File: src/mbs_defines.vh
// Port addresses, field positions, option codes and reset values for the memory controller
`ifndef MBS_DEFINES_VH
`define MBS_DEFINES_VH
`define MBS_PORT_NET 8'h3f
`define MBS_PORT_BANK 8'h7f
`define MBS_PORT_DIALER 8'h1e
`define MBS_PORT_EXP2 8'h4f
`define MBS_PORT_MODEM_DATA 8'h5e
`define MBS_PORT_MODEM_CTRL 8'h5f
`define MBS_PORT_CONSOLE_MSB 7
`define MBS_LO_LSB 0
`define MBS_LO_MSB 1
`define MBS_HI_LSB 2
`define MBS_HI_MSB 3
`define MBS_NET_RST_BIT 0
`define MBS_ROM_EN_BIT 1
`define MBS_LO_BOOT 2'h0
`define MBS_LO_IRAM 2'h1
`define MBS_LO_XRAM 2'h2
`define MBS_LO_GAME 2'h3
`define MBS_HI_IRAM 2'h0
`define MBS_HI_XROM 2'h1
`define MBS_HI_XRAM 2'h2
`define MBS_HI_CART 2'h3
`define MBS_BANK_RESET 4'h0
`define MBS_NET_RESET 2'h0
`define MBS_GAME_ROM_TOP 16'h1fff
`endif

File: src/mbs_port_decode.v
// Fixed I/O port address decoder
`timescale 1ns/1ns
`include "mbs_defines.vh"
module mbs_port_decode
(
	input wire [7:0] portAddr,
	input wire ioCycle,
	output wire selNet,
	output wire selBank,
	output wire selDialer,
	output wire selExp2,
	output wire selModemData,
	output wire selModemCtrl,
	output wire selConsole
);
	// One-hot selects; reserved ports select nothing
	assign selNet = ioCycle && (portAddr == `MBS_PORT_NET);
	assign selBank = ioCycle && (portAddr == `MBS_PORT_BANK);
	assign selDialer = ioCycle && (portAddr == `MBS_PORT_DIALER); // [RQ16]
	assign selExp2 = ioCycle && (portAddr == `MBS_PORT_EXP2); // [RQ16]
	assign selModemData = ioCycle && (portAddr == `MBS_PORT_MODEM_DATA); // [RQ16]
	assign selModemCtrl = ioCycle && (portAddr == `MBS_PORT_MODEM_CTRL); // [RQ16]
	// Upper half of I/O space goes to console functions [RQ17]
	assign selConsole = ioCycle && portAddr[`MBS_PORT_CONSOLE_MSB];
endmodule

File: src/mbs_region_map.v
// Combinational memory source steering for both 32K halves
`timescale 1ns/1ns
`include "mbs_defines.vh"
module mbs_region_map
(
	input wire [15:0] memAddr,
	input wire memCycle,
	input wire [1:0] loSel,
	input wire [1:0] hiSel,
	input wire romEnable,
	output reg selWordRom,
	output reg selOsRom,
	output reg selGameRom,
	output reg selIntRam,
	output reg selExpRam,
	output reg selExpRom,
	output reg selCart,
	output reg ramA15
)
;
	// Address bit 15 picks the half, each half decoded on its own code [RQ1]
	always @*
	begin
		selWordRom = 1'b0;
		selOsRom = 1'b0;
		selGameRom = 1'b0;
		selIntRam = 1'b0;
		selExpRam = 1'b0;
		selExpRom = 1'b0;
		selCart = 1'b0;
		ramA15 = memAddr[15];
		if (memCycle && !memAddr[15])
		begin
			case (loSel) // [RQ4]
			`MBS_LO_BOOT:
			begin
				// OS ROM only overlays while boot ROMs are mapped [RQ14] [RQ15]
				selOsRom = romEnable;
				selWordRom = !romEnable;
			end
			`MBS_LO_IRAM: selIntRam = 1'b1; // [RQ7]
			`MBS_LO_XRAM: selExpRam = 1'b1; // [RQ9]
			`MBS_LO_GAME:
			begin
				// 8K game ROM at bottom, 24K internal RAM above [RQ10]
				selGameRom = (memAddr <= `MBS_GAME_ROM_TOP);
				selIntRam = (memAddr > `MBS_GAME_ROM_TOP);
			end
			default: selIntRam = 1'b0;
			endcase
		end
		else if (memCycle)
		begin
			case (hiSel) // [RQ5]
			`MBS_HI_IRAM: selIntRam = 1'b1; // [RQ7]
			`MBS_HI_XROM: selExpRom = 1'b1; // [RQ11]
			`MBS_HI_XRAM: selExpRam = 1'b1; // [RQ9]
			`MBS_HI_CART: selCart = 1'b1; // [RQ12]
			default: selCart = 1'b0;
			endcase
		end
	end
endmodule

File: src/mbs_memory_io_controller.v
// Memory and I/O controller: bank port, network port, memory and port decode
// Functional notes
// RQ1: Two independent 32K halves of 64K space
// RQ2: Bank choice made through one write port
// RQ3: Bits 1:0 lower, 3:2 upper, rest reserved
// RQ4: Lower codes: boot ROM, RAM, expansion, game
// RQ5: Upper codes: RAM, expansion ROM, expansion RAM, cartridge
// RQ6: Reset selects boot ROM low, RAM high
// RQ7: Internal RAM halves follow selected half
// RQ8: Network DMA buffers only in internal RAM
// RQ9: Expansion RAM halves follow selected half
// RQ10: Game ROM 8K plus 24K internal RAM
// RQ11: Upper expansion ROM from connector two
// RQ12: Upper cartridge option routes to cartridge slot
// RQ13: Network port bit 0 drives network reset
// RQ14: Network port bit 1 enables OS ROM
// RQ15: OS ROM enable acts only with boot ROM
// RQ16: Decode dialer, connector two, modem ports
// RQ17: Ports 80 to FF left to console
// RQ18: Network port clears on reset
`timescale 1ns/1ns
`include "mbs_defines.vh"
module mbs_memory_io_controller
(
	// Clock and asynchronous reset
	input wire sys_clk,
	input wire rstn,
	// Host bus, strobes active low
	input wire [15:0] addr,
	input wire [7:0] dataIn,
	input wire ioReqN,
	input wire memReqN,
	input wire wrN,
	input wire computerResetN,
	// Network reset line
	output reg netResetN,
	// Memory chip selects, valid while memReqN is low
	output wire selWordRom,
	output wire selOsRom,
	output wire selGameRom,
	output wire selIntRam,
	output wire selExpRam,
	output wire selExpRom,
	output wire selCart,
	output wire ramA15,
	// I/O port selects, valid while ioReqN is low
	output wire selDialer,
	output wire selExp2,
	output wire selModemData,
	output wire selModemCtrl,
	output wire selConsole,
	// Port register contents
	output wire [1:0] lowerSel,
	output wire [1:0] upperSel,
	output wire osRomEnable
);
	// Widths of the two write-only port registers; other data bits are dropped
	localparam BANK_BITS = 4;
	localparam NET_BITS = 2;
	// Values forced by power-up and by the computer-reset switch
	localparam [BANK_BITS-1:0] BANK_RESET = `MBS_BANK_RESET;
	localparam [NET_BITS-1:0] NET_RESET = `MBS_NET_RESET;
	// Lower code under which the OS ROM overlay may act
	localparam [1:0] LO_BOOT = `MBS_LO_BOOT;

	// Memory map, one code per 32K half:
	// Lower 00 boot and word-processor ROMs, OS ROM overlay when enabled
	// Lower 01 lower internal RAM, the place for network DMA buffers
	// Lower 10 lower expansion RAM
	// Lower 11 8K game ROM, then 24K internal RAM
	// Upper 00 upper internal RAM
	// Upper 01 ROM in expansion connector two
	// Upper 10 upper expansion RAM
	// Upper 11 cartridge slot
	// Expansion options assume the boards are fitted; nothing checks presence
	// Reserved bank bits 7:4 are ignored rather than checked

	// Both port registers are write-only; this block returns no read data
	// Bank port register: upper code above lower code
	reg [BANK_BITS-1:0] bank_reg;
	reg [BANK_BITS-1:0] bank_next;
	// Network port register: ROM enable above network reset bit
	reg [NET_BITS-1:0] net_reg;
	reg [NET_BITS-1:0] net_next;
	// High while the present write strobe has already been taken
	reg wrDone_reg;
	reg wrDone_next;
	// Next value of the registered network reset line
	reg netResetN_next;
	// Write steering and ROM overlay gate
	reg bankWrite;
	reg netWrite;
	reg romOverlay;

	// Bus cycle qualifiers
	wire ioCycle;
	wire memCycle;
	wire ioWrite;
	wire writeEdge;
	wire mapForce;
	// Port selects kept inside this block
	wire selNet;
	wire selBank;
	// Register fields as seen by the memory steering
	wire [1:0] loCode;
	wire [1:0] hiCode;
	wire romGate;

	// Host strobes are active low and taken as synchronous to sys_clk
	assign ioCycle = !ioReqN;
	assign memCycle = !memReqN;
	// Only I/O write cycles and the resets can change the map; memory writes never do
	assign ioWrite = ioCycle && !wrN;
	// One update per write cycle, however long the strobe stays low
	assign writeEdge = ioWrite && !wrDone_reg;
	// The switch wins over a write that lands in the same cycle [RQ6]
	assign mapForce = !computerResetN;

	// Fixed I/O port decode; reserved ports raise no select [RQ17]
	mbs_port_decode uDecode
	(
		.portAddr(addr[7:0]),
		.ioCycle(ioCycle),
		.selNet(selNet),
		.selBank(selBank),
		.selDialer(selDialer),
		.selExp2(selExp2),
		.selModemData(selModemData),
		.selModemCtrl(selModemCtrl),
		.selConsole(selConsole)
	);

	// Write steering: at most one port register takes a given strobe
	// The two port addresses never decode together, so both cannot load
	always @*
	begin
		bankWrite = 1'h0;
		netWrite = 1'h0;
		if (writeEdge)
		begin
			bankWrite = selBank; // [RQ2]
			netWrite = selNet; // [RQ13]
		end
	end

	// Strobe tracker follows the write strobe level
	always @*
	begin
		wrDone_next = ioWrite;
	end

	// Strobe tracker; a long strobe cannot write twice
	always @(posedge sys_clk or negedge rstn)
	begin
		if (!rstn)
		begin
			wrDone_reg <= 1'h0;
		end
		else
		begin
			wrDone_reg <= wrDone_next;
		end
	end

	// Bank next value; reserved bits 7:4 never reach the register [RQ3]
	always @*
	begin
		bank_next = bank_reg;
		case ({mapForce, bankWrite})
		2'h0:
		begin
			bank_next = bank_reg;
		end
		2'h1:
		begin
			bank_next = dataIn[`MBS_HI_MSB:`MBS_LO_LSB]; // [RQ2] [RQ3]
		end
		default:
		begin
			bank_next = BANK_RESET; // [RQ6] switch beats a write
		end
		endcase
	end

	// One flip-flop per bank bit; power-up gives boot ROM low, RAM high [RQ6]
	genvar bankBit;
	generate
		for (bankBit = 0; bankBit < BANK_BITS; bankBit = bankBit + 1)
		begin : gen_bank_bit
			always @(posedge sys_clk or negedge rstn)
			begin
				if (!rstn)
				begin
					bank_reg[bankBit] <= BANK_RESET[bankBit]; // [RQ6]
				end
				else
				begin
					bank_reg[bankBit] <= bank_next[bankBit];
				end
			end
		end
	endgenerate

	// Network port next value; the switch clears it as well [RQ18]
	always @*
	begin
		net_next = net_reg;
		case ({mapForce, netWrite})
		2'h0:
		begin
			net_next = net_reg;
		end
		2'h1:
		begin
			net_next = dataIn[`MBS_ROM_EN_BIT:`MBS_NET_RST_BIT]; // [RQ13] [RQ14]
		end
		default:
		begin
			net_next = NET_RESET; // [RQ18]
		end
		endcase
	end

	// One flip-flop per network port bit; reset leaves the net running [RQ18]
	genvar netBit;
	generate
		for (netBit = 0; netBit < NET_BITS; netBit = netBit + 1)
		begin : gen_net_bit
			always @(posedge sys_clk or negedge rstn)
			begin
				if (!rstn)
				begin
					net_reg[netBit] <= NET_RESET[netBit]; // [RQ18]
				end
				else
				begin
					net_reg[netBit] <= net_next[netBit];
				end
			end
		end
	endgenerate

	// Network reset line next value, low while bit 0 is set [RQ13]
	always @*
	begin
		netResetN_next = !net_reg[`MBS_NET_RST_BIT]; // [RQ13]
	end

	// Registered line: a flop output cannot glitch while the decode settles
	always @(posedge sys_clk or negedge rstn)
	begin
		if (!rstn)
		begin
			netResetN <= 1'h1;
		end
		else
		begin
			netResetN <= netResetN_next;
		end
	end

	// Register fields [RQ3]
	assign loCode = bank_reg[`MBS_LO_MSB:`MBS_LO_LSB]; // [RQ3]
	assign hiCode = bank_reg[`MBS_HI_MSB:`MBS_HI_LSB]; // [RQ3]
	assign romGate = net_reg[`MBS_ROM_EN_BIT]; // [RQ14]
	// Port contents are also brought out so the host side can be observed
	assign lowerSel = loCode;
	assign upperSel = hiCode;
	assign osRomEnable = romGate;

	// Overlay only under the boot ROM option; elsewhere the enable is inert [RQ15]
	always @*
	begin
		romOverlay = 1'h0;
		case (loCode)
		LO_BOOT:
		begin
			romOverlay = romGate; // [RQ15]
		end
		default:
		begin
			romOverlay = 1'h0;
		end
		endcase
	end

	// Memory steering; network DMA relies on software keeping buffers in internal RAM [RQ8]
	mbs_region_map uMap
	(
		.memAddr(addr),
		.memCycle(memCycle),
		.loSel(loCode),
		.hiSel(hiCode),
		.romEnable(romOverlay),
		.selWordRom(selWordRom),
		.selOsRom(selOsRom),
		.selGameRom(selGameRom),
		.selIntRam(selIntRam),
		.selExpRam(selExpRam),
		.selExpRom(selExpRom),
		.selCart(selCart),
		.ramA15(ramA15)
	);
endmodule

File: config.mk
export PLATFORM = sky130hd
export DESIGN_NAME = mbs_memory_io_controller
export DESIGN_NICKNAME = d
export VERILOG_FILES = /design/src/mbs_port_decode.v /design/src/mbs_region_map.v /design/src/mbs_memory_io_controller.v
export VERILOG_INCLUDE_DIRS = /design/src
export SDC_FILE = /design/constraint.sdc
export NUM_CORES = 1
export LEC_CHECK = 0
export BUFFER_PORTS_ARGS = -buffer_cell sky130_fd_sc_hd__buf_2
export CAP_MARGIN = 15
export CORE_MARGIN = 2
export CORE_UTILIZATION = 30
export DETAILED_ROUTE_END_ITERATION = 16
export PLACE_DENSITY = 0.69
export SETUP_SLACK_MARGIN = 0.4
export SKIP_CTS_REPAIR_TIMING = 1
export SYNTH_ARGS = -nofsm -noshare
export SYNTH_HDL_FRONTEND = slang
export SYNTH_SLANG_ARGS = --single-unit
File: constraint.sdc
create_clock -name sys_clk -period 3.65 [get_ports sys_clk]
set_input_delay 0.73 -clock sys_clk [delete_from_list [all_inputs] [get_ports sys_clk]]
set_output_delay 0.73 -clock sys_clk [all_outputs]
set_load 0.05 [all_outputs]
### Word level (Yosys, flattened, before mapping)

Cells that the tools add are included.

| storage, ports and cells | value |
|---|---|
| register bits | 8 |
| output and inout bits | 19 |
| logic and storage cells | 71 |

| operators by class | value |
|---|---|
| $lt $le $gt $ge | 2 |
| equality and inequality tests | 14 |
| multiplexer cells | 25 |
| reductions and logical operators | 22 |

Operators by type and width:

| operator | number |
|---|---|
| 8-bit by 7-bit == test with 1-bit output (second input constant) | 4 |
| 1-bit 2-to-1 mux | 22 |
| 16-bit by 13-bit greater-than comparator with 1-bit output (second input constant) | 1 |
| 16-bit by 13-bit <= comparator with 1-bit output (second input constant) | 1 |
| 1-bit logical AND | 10 |
| 2-bit by 1-bit == test with 1-bit output (second input constant) | 4 |
| 2-bit == test (second input constant) | 4 |
| 8-bit by 5-bit == test with 1-bit output (second input constant) | 1 |
| 8-bit by 6-bit == test with 1-bit output (second input constant) | 1 |
| 1-bit logical NOT | 8 |
| 2-bit logical NOT | 4 |
| 4-bit case mux with 2 select lines | 1 |
| 2-bit case mux with 2 select lines | 1 |
| 1-bit case mux with 2 select lines | 1 |

### Logic depth before layout (Yosys ltp)

Gate-level depths: netlist (run 1).

| depth | value |
|---|---|
| depth after elaboration | 6 |
| depth in mapped cells | 3 |
| gate-level depth less buffers | 3 |

### Modules after synthesis

Synthesis (run 1) repeated with hierarchy kept, for this count alone.

| unflattened totals | value |
|---|---|
| cell total of the unflattened synthesis | 59 |
| area total of the unflattened synthesis | 570.5 um^2 |

Modules (own cells, without submodules):

| module | instances | cells each | area each (um^2) | sequential area each (um^2) |
|---|---|---|---|---|
| mbs_memory_io_controller | 1 | 32 | 364.1 | 201.4 |
| mbs_region_map | 1 | 14 | 121.4 | 0.0 |
| mbs_port_decode | 1 | 13 | 85.1 | 0.0 |

### Worst setup path before layout (run 1)

OpenSTA, ideal clock, no wires.

| timing | value |
|---|---|
| path kind | input to output |
| start point | in addr[7] |
| end point | out selExp2 |
| data arrival time | 2.653 ns |
| required time | 2.920 ns |
| path slack | 0.267 ns |
| stages | 3 |
| buffers on the path | 0 |
| cell sequence | nand4b_4 -> or2_1 -> nor4_1 |

| on the way | value |
|---|---|
| longest elaborated chain between the ends | 2 |

Ends and longest elaborated chain:

| element | line | RTL |
|---|---|---|
| start, declared | mbs_memory_io_controller.v:29 | `input wire [15:0] addr,` |
| 8-bit by 7-bit == test with 1-bit output (no source line) | - |  |
| 1-bit logical AND | mbs_port_decode.v:20 | `` assign selExp2 = ioCycle && (portAddr == `MBS_PORT_EXP2); `` |
| end, declared | mbs_memory_io_controller.v:48 | `output wire selExp2,` |

Every way passes these cells.

### Final worst setup path (run 1)

Ends and elaborated chain as after synthesis.

==> results of run 1 <==
==> kinds of logic (layout without fill, tap and decap cells) <==
kind of cell    count (synthesis)  after routing
buf+inv                         5             46
mux                             6              6
flops                           8              8
compound gates                  2              2
simple gates                   37             37
==> cell type report <==
type                            count  area [sq um]
Fill cell                         175           926
Inverter                            3          11.3
Tap cell                           25          31.3
Multi-Input combinational cell     45           354
Clock buffer                        4          26.3
Timing Repair Buffer               39           195
Sequential cell                     8           201
==> placed cells by master, fill, tap and decap left out <==
cell type | netlist | layout
sky130_fd_sc_hd__a21oi_1 | 1 | 1
sky130_fd_sc_hd__a31oi_1 | 1 | 1
sky130_fd_sc_hd__and2_1 | 1 | 1
sky130_fd_sc_hd__and3_1 | 1 | 1
sky130_fd_sc_hd__and4b_1 | 1 | 1
sky130_fd_sc_hd__buf_2 | 0 | 39
sky130_fd_sc_hd__clkbuf_1 | 0 | 1
sky130_fd_sc_hd__clkbuf_4 | 0 | 3
sky130_fd_sc_hd__dfrtp_1 | 7 | 7
sky130_fd_sc_hd__dfstp_2 | 1 | 1
sky130_fd_sc_hd__inv_1 | 3 | 3
sky130_fd_sc_hd__mux2i_1 | 6 | 6
sky130_fd_sc_hd__nand2_1 | 12 | 12
sky130_fd_sc_hd__nand2b_1 | 1 | 1
sky130_fd_sc_hd__nand4b_4 | 1 | 1
sky130_fd_sc_hd__nand4bb_4 | 1 | 1
sky130_fd_sc_hd__nor2_1 | 5 | 5
sky130_fd_sc_hd__nor2b_1 | 2 | 2
sky130_fd_sc_hd__nor3b_1 | 1 | 1
sky130_fd_sc_hd__nor4_1 | 4 | 3
sky130_fd_sc_hd__nor4_2 | 0 | 1
sky130_fd_sc_hd__nor4_4 | 2 | 2
sky130_fd_sc_hd__nor4b_1 | 2 | 1
sky130_fd_sc_hd__nor4b_2 | 0 | 1
sky130_fd_sc_hd__or2_1 | 1 | 1
sky130_fd_sc_hd__or3_1 | 1 | 1
sky130_fd_sc_hd__or3b_1 | 1 | 1
==> worst paths after layout <==
| check | from | end | slack [ns] | depth (start not counted) |
|---|---|---|---|---|
| setup / recovery | addr[7] | selExp2 | 1.16 | 5 |
| hold / removal | rstn | upperSel[0] | 0.30 | 1 |
| setup reg to reg | wrDone_reg | upperSel[0] | 2.45 | 2 |
| hold reg to reg | net_reg[0] | netResetN | 0.39 | 1 |
| max in group asynchronous | rstn | netResetN | 3.10 | 1 |
| min in group sys_clk | net_reg[0] | netResetN | 0.39 | 1 |
==> where the power goes <==
part | internal, W | total [W] | switching [W] | leakage [nW]
Clock | 0.0000418 | 0.0000724 | 0.0000305 | 0.0150
Sequential | 0.0000894 | 0.0000903 | 0.000000879 | 0.107
Combinational | 0.0000151 | 0.0000404 | 0.0000252 | 0.283
Total | 0.000146 | 0.000203 | 0.0000566 | 0.405
==> stage by stage <==
step	instance area, sq um	power, W	std cells	hold WS [ns]	worst slack (ns)
5_1_grt	820	0.000215	124	0.312	1.09
6_report	820	0.000203	124	0.305	1.16
3_5_place_dp	793	0.000133	120	0.375	1.15
3_3_place_gp	793	0.000132	120	0.375	1.15
2_1_floorplan	578	0.000113	58	0.361	0.444
4_1_cts	820	0.000206	124	0.303	1.15
==> layer usage <==
| metal | global-route usage | vias up | routed length (um) |
|---|---|---|---|
| li1 | - | 292 | - |
| met1 | 0.147 | 263 | 489 |
| met2 | 0.211 | 11 | 706 |
| met3 | 0.0113 | 2 | 41 |
| met4 | 0.0667 | 0 | 15 |
| met5 | 0 | - | 0 |
==> results.ini, run 1 <==
[outcome]
run_status=complete, no violations

[final_layout]
fin_nets=130
antenna_cells_inserted=0
final_util=0.470
flow.area_growth_from_synthesis_pct=44.9
ratio_of_cells_with_drive_above_1_in_the_final_layout=0.495

[floorplanning]
die_area_sq_um=2250
chip_height_um=47.4
row_count=15
initial_utilization=0.324
core_area_sq_um=1750
die_span_x_um=47.4
io-pin-count=49

[place]
place.port_buffers=39
place_congestion=0.687
hpwlAfterDp_um=1080

[yosys]
synth.lib_cells_used.distinct=24
postSynthCellCount=58
synth_top_cell_by_area=sky130_fd_sc_hd__dfrtp_1
synth.most_common_cell=sky130_fd_sc_hd__nand2_1
synth_xor_area_frac=0
ys_top_cells_by_area=sky130_fd_sc_hd__dfrtp_1 (31%), sky130_fd_sc_hd__mux2i_1 (11%), sky130_fd_sc_hd__nand2_1 (8.0%)
synth.yosys.seq_area_share=0.356
postSynthRegisterBits=8
ys_top_cells_by_count=sky130_fd_sc_hd__nand2_1 (12), sky130_fd_sc_hd__dfrtp_1 (7), sky130_fd_sc_hd__mux2i_1 (6)
total_nets_after_synthesis=88
synth-adder-area-share=0
synthSimpleGateAreaFrac=0.478
post_synth_mux_area_share=0.106
async_flop_share=1.00
synthesis.area_sq_um=566
synth-main-ff-cell=sky130_fd_sc_hd__dfrtp_1
average_instance_area_after_synthesis_sq_um=9.75
synth.yosys.warnings=0
synth-edff-count=0
synthDominantCellAreaShare=0.310
synth-compound-area-share=0.0199
synth_top_family_by_area=simple AND/OR/NAND/NOR gates

[sta]
clock.fmax_mhz=401
worstMarginPinSlew_ns=0.402
slew_viol_final=0
clock_skew_ns=0.00651
setup_total_negative_slack_ns=0
period_share=0.683
hold_viol=0
timing.max_slew.rel_slack=0.730
finalSetupViolCount=0
finalWorstPathRequiredPeriod_ns=2.49
grt_setup_unrepaired=false

[pwr]
power_leakage_nw=0.405
total_power_per_unit_cell_area_nw_per_um2=248
peak_supply_drop_v=0.000192

[grt]
maximum_number_of_pins_on_one_net_before_global_route_repair=11
grt_antenna_before_repair=0
grt_usage=0.122
grt_remaining_overflow=0
grt_first_pass_wirelength_um=1930
grt_pass1_vias=462

[worst_setup_path]
critical_path_cell_with_the_highest_stage_delay=sky130_fd_sc_hd__buf_2
worstPathMaxFanout=5
worstPathArrival_ns=1.76
setup.worst_path.end_class=output port
critical_path_required_ns=2.92
crit_path_frequent_cell=sky130_fd_sc_hd__buf_2
timing.critical_path.buf_inv=2
criticalPathCategory=in2out
crit_family=simple AND/OR/NAND/NOR gates
startpoint_type=primary input
critical_path.max_stage_delay_ns=0.30
critical_path.cell_chain=buf_2, nand4b_4, or2_1, nor4_2, buf_2

[routing]
totalWireLength_um=1250
final_antenna_net_count=0
wl_per_cell_um=10.1
detail_route.drc_violations=0
detailed_router_s_first_iteration_violation_count=5
detailedRoute.firstPassIterationCount=3
vias=568
vias_per_cell=4.58

[clock_tree]
clock-root-buffer=sky130_fd_sc_hd__clkbuf_4
clkTransAtPathRegs_ns=0.06
clk_path_buf_depth=2
cts.sinks=8
numCtsBuffers=3
tritoncts=yes
clock_tree.htree_level_count=1
insertion_delay_ns=0.25

[job]
max_cap_violations=0

[min_path]
hold_class=in2async

Power figures use the tool's default switching activity.
==> inputs of run 2 (changes only) <==
clock period = 2.6 ns   (was 3.65 ns; I/O delays follow)
==> results.ini, run 2 (same netlist as run 1, synthesis figures left out) <==
[floorplanning]
core_area_sq_um=1750
initial_utilization=0.324
chip_height_um=47.4
die_span_x_um=47.4
io-pin-count=49
die_area_sq_um=2250
row_count=15

[grt]
maximum_number_of_pins_on_one_net_before_global_route_repair=11
grt_usage=0.126
grt_remaining_overflow=0
grt_first_pass_wirelength_um=1920
grt_pass1_vias=491
grt_antenna_before_repair=0

[clock_tree]
clkTransAtPathRegs_ns=0.06
cts.sinks=8
insertion_delay_ns=0.25
clock_tree.htree_level_count=1
tritoncts=yes
clk_path_buf_depth=2
clock-root-buffer=sky130_fd_sc_hd__clkbuf_4
numCtsBuffers=3

[worst_setup_path]
critical_path.reg2reg.startpoint=wrDone_reg
critical_path_required_ns=2.08
startpoint_type=flop
regToRegSetupSlack_ns=1.40
critPathLaunch=lowerSel[1]
setup.worst_path.end_class=output port
criticalPathCategory=reg2out
worstPathArrival_ns=1.60
worstPathMaxFanout=5

[final_layout]
fin_nets=130
layout.cells.most_common_list=sky130_fd_sc_hd__buf_2 (38), sky130_fd_sc_hd__nand2_1 (12), sky130_fd_sc_hd__dfrtp_1 (7)
antenna_cells_inserted=0
ratio_of_cells_with_drive_above_1_in_the_final_layout=0.525
flow.area_growth_from_synthesis_pct=49.8
layout_commonest_cell=sky130_fd_sc_hd__buf_2

[sta]
grt_setup_unrepaired=false
clock_skew_ns=0.00670
slew_viol_final=0
hold_viol=0
clock.fmax_mhz=472
setup_total_negative_slack_ns=0
timing.max_slew.rel_slack=0.712
layout_setup_ws_ns=0.482
worstMarginPinSlew_ns=0.429
finalSetupViolCount=0
finalWorstPathRequiredPeriod_ns=2.12
period_share=0.815

[min_path]
hold_class=in2async

[pwr]
peak_supply_drop_v=0.000206
power_leakage_nw=0.405
total_power_per_unit_cell_area_nw_per_um2=337

[routing]
detailedRoute.firstPassIterationCount=4
final_antenna_net_count=0
vias=595
vias_per_cell=4.80
wl_per_cell_um=11.0
totalWireLength_um=1360
detail_route.drc_violations=0
detailed_router_s_first_iteration_violation_count=4

[place]
place_congestion=0.686
place.port_buffers=39
hpwlAfterDp_um=1170
dp_slack_ns=0.490

[job]
max_cap_violations=0

[outcome]
run_status=complete, no violations

-- run 2: per-layer routing --
layer  track usage  wire, um
met1         0.148       547
met2         0.208       733
met3        0.0113        55
met4         0.100        28
met5             0         0
-- run 2: worst max-delay path, cell delays in order, from the launching register on --
cell                      delay [ns]
sky130_fd_sc_hd__dfrtp_1        0.41
sky130_fd_sc_hd__nor4b_1        0.17
sky130_fd_sc_hd__or3b_1         0.37
sky130_fd_sc_hd__a21oi_2        0.13
sky130_fd_sc_hd__buf_2          0.26
-- run 2: metrics by stage --
stage	cells	util	cell area, sq um	hold WS (ns)	total power, W
floorplan	58	-	603	0.224	0.000160
global placement	120	0.469	818	0.368	0.000187
detailed placement	120	0.469	818	0.372	0.000189
CTS	124	0.484	845	0.0958	0.000290
global route	124	0.485	847	0.0995	0.000300
finish	124	0.485	847	0.0991	0.000286
-- run 2: path summary, 6_finish.rpt --
check | endpoint | cells past startpoint
setup reg to reg | lowerSel[1] | 2
max in group asynchronous | netResetN | 1
hold reg to reg | netResetN | 1
hold / removal | upperSel[1] | 1
setup / recovery | selIntRam | 4
min in group sys_clk | netResetN | 1
-- run 2: where the power goes --
part           internal (W)  switching [W]
combinational     0.0000215      0.0000379
clock             0.0000586      0.0000411
sequential         0.000126     0.00000126
total              0.000206      0.0000802
-- run 2: cell type report --
class	count	area, sq um
clock buffer	4	26.3
fill	182	898
inverter	3	11.3
multi-input combinational	45	379
sequential	8	201
tap	25	31.3
timing repair buffer	39	198
==> inputs of run 3 (changes only) <==
clock period = 1.95 ns   (was 2.6 ns; I/O delays follow)
==> results.ini, run 3 (same netlist as run 1, synthesis figures left out) <==
[outcome]
run_status=complete, no violations

[place]
place_congestion=0.715
placed_cell_area_sq_um=916
hpwlAfterDp_um=1110
dpl.cell_count=121
place.port_buffers=39

[sta]
clock.fmax_mhz=525
finalWorstPathRequiredPeriod_ns=1.90
finalSetupViolCount=0
clock_skew_ns=0.00499
grt_setup_unrepaired=true
timing.max_slew.rel_slack=0.709
worstMarginPinSlew_ns=0.433
hold_viol=0
slew_viol_final=0
period_share=0.976
setup_total_negative_slack_ns=0

[floorplanning]
initial_utilization=0.324
die_area_sq_um=2250
chip_height_um=47.4
die_span_x_um=47.4
io-pin-count=49
row_count=15
core_area_sq_um=1750

[grt]
grt_first_pass_wirelength_um=1990
maximum_number_of_pins_on_one_net_before_global_route_repair=11
grt_remaining_overflow=0
grt_pass1_vias=484
grt_antenna_before_repair=0
grt_usage=0.125

[clock_tree]
clk_path_buf_depth=2
tritoncts=yes
insertion_delay_ns=0.25
clock-root-buffer=sky130_fd_sc_hd__clkbuf_4
clock_tree.htree_level_count=1
cts.sinks=8
clkTransAtPathRegs_ns=0.05
numCtsBuffers=3

[pwr]
total_power_w=0.000406
total_power_per_unit_cell_area_nw_per_um2=367
power_leakage_nw=0.482
peak_supply_drop_v=0.000301

[final_layout]
ratio_of_cells_with_drive_above_1_in_the_final_layout=0.705
fin_nets=136
flow.area_growth_from_synthesis_pct=95.6
nFillCells=151
layout_commonest_cell=sky130_fd_sc_hd__buf_2
design_area_sq_um=1110
layout.cells.most_common_list=sky130_fd_sc_hd__buf_2 (23), sky130_fd_sc_hd__buf_6 (13), sky130_fd_sc_hd__nand2_1 (10)
antenna_cells_inserted=0
final_util=0.634
fin_cells=130

[worst_setup_path]
critical_path_cell_with_the_highest_stage_delay=sky130_fd_sc_hd__dfrtp_2
critical_path_required_ns=1.56
setup.worst_path.end_class=output port
critical_path.cell_chain=nor4b_4, or3b_4, a21oi_4, buf_6
reg2reg_to=upperSel[1]
critical_path.max_stage_delay_ns=0.43
worstPathMaxFanout=5
critical_path.reg2reg.startpoint=wrDone_reg
timing.critical_path.buf_inv=1
worstPathArrival_ns=1.51
startpoint_type=flop
crit_family=simple AND/OR/NAND/NOR gates
reg2reg_depth=2
critPathLaunch=lowerSel[1]
criticalPathCategory=reg2out
regToRegSetupSlack_ns=0.73

[routing]
totalWireLength_um=1540
detailed_router_s_first_iteration_violation_count=6
wl_per_cell_um=11.9
detail_route.drc_violations=0
vias_per_cell=4.65
vias=604
detailedRoute.firstPassIterationCount=6
final_antenna_net_count=0

[min_path]
min_delay_path_depth=2
hp-start=wrN
hold_class=in2reg
hold_path_end=wrDone_reg

[job]
max_cap_violations=0

## run 3: metrics by stage
stage / hold slack (ns) / setup WS (ns)
CTS: -0.0355 / -0.0603
global placement: 0.240 / 0.105
detailed placement: 0.237 / 0.100
global route: 0.297 / -0.00244
floorplan: 0.0944 / 0.0750
finish: 0.306 / 0.0463
## run 3: area by class of cell
| cell class | count | area [sq um] | share of cell area |
|---|---|---|---|
| multi-input cells | 45 | 482 | 0.436 |
| repair buffers | 45 | 347 | 0.313 |
| flip-flops and latches | 8 | 206 | 0.187 |
| well taps | 25 | 31.3 | 0.0283 |
| clock buffers | 4 | 26.3 | 0.0238 |
| inverters | 3 | 13.8 | 0.0124 |
## run 3: layer usage
metal | GRT usage | vias up | wire [um]
met1 | 0.168 | 282 | 606
met5 | 0 | - | 0
met4 | 0.0500 | 0 | 2
li1 | - | 302 | -
met3 | 0.0226 | 2 | 51
met2 | 0.197 | 18 | 881
## run 3: how the worst max path moves through the flow
stage                           end  slack, ns  depth (start not counted)
after floorplan             selExp2       0.08                          3
after global placement    selIntRam       0.11                          5
after detailed placement  selIntRam       0.10                          5
after CTS                 selIntRam      -0.06                          4
after global routing      selIntRam     -0.002                          4
final                     selIntRam       0.05                          4
## run 3: worst reg2reg max path, stage by stage, from the launching register on
cell and delay (ns):
sky130_fd_sc_hd__dfrtp_1 0.42, sky130_fd_sc_hd__nor4_4 0.48, sky130_fd_sc_hd__mux2i_1 0.24
## run 3: where the power goes
group	internal, W	switching (W)	leakage, nW
Clock	0.0000780	0.0000518	0.0150
Sequential	0.000167	0.00000170	0.101
Combinational	0.0000452	0.0000623	0.366
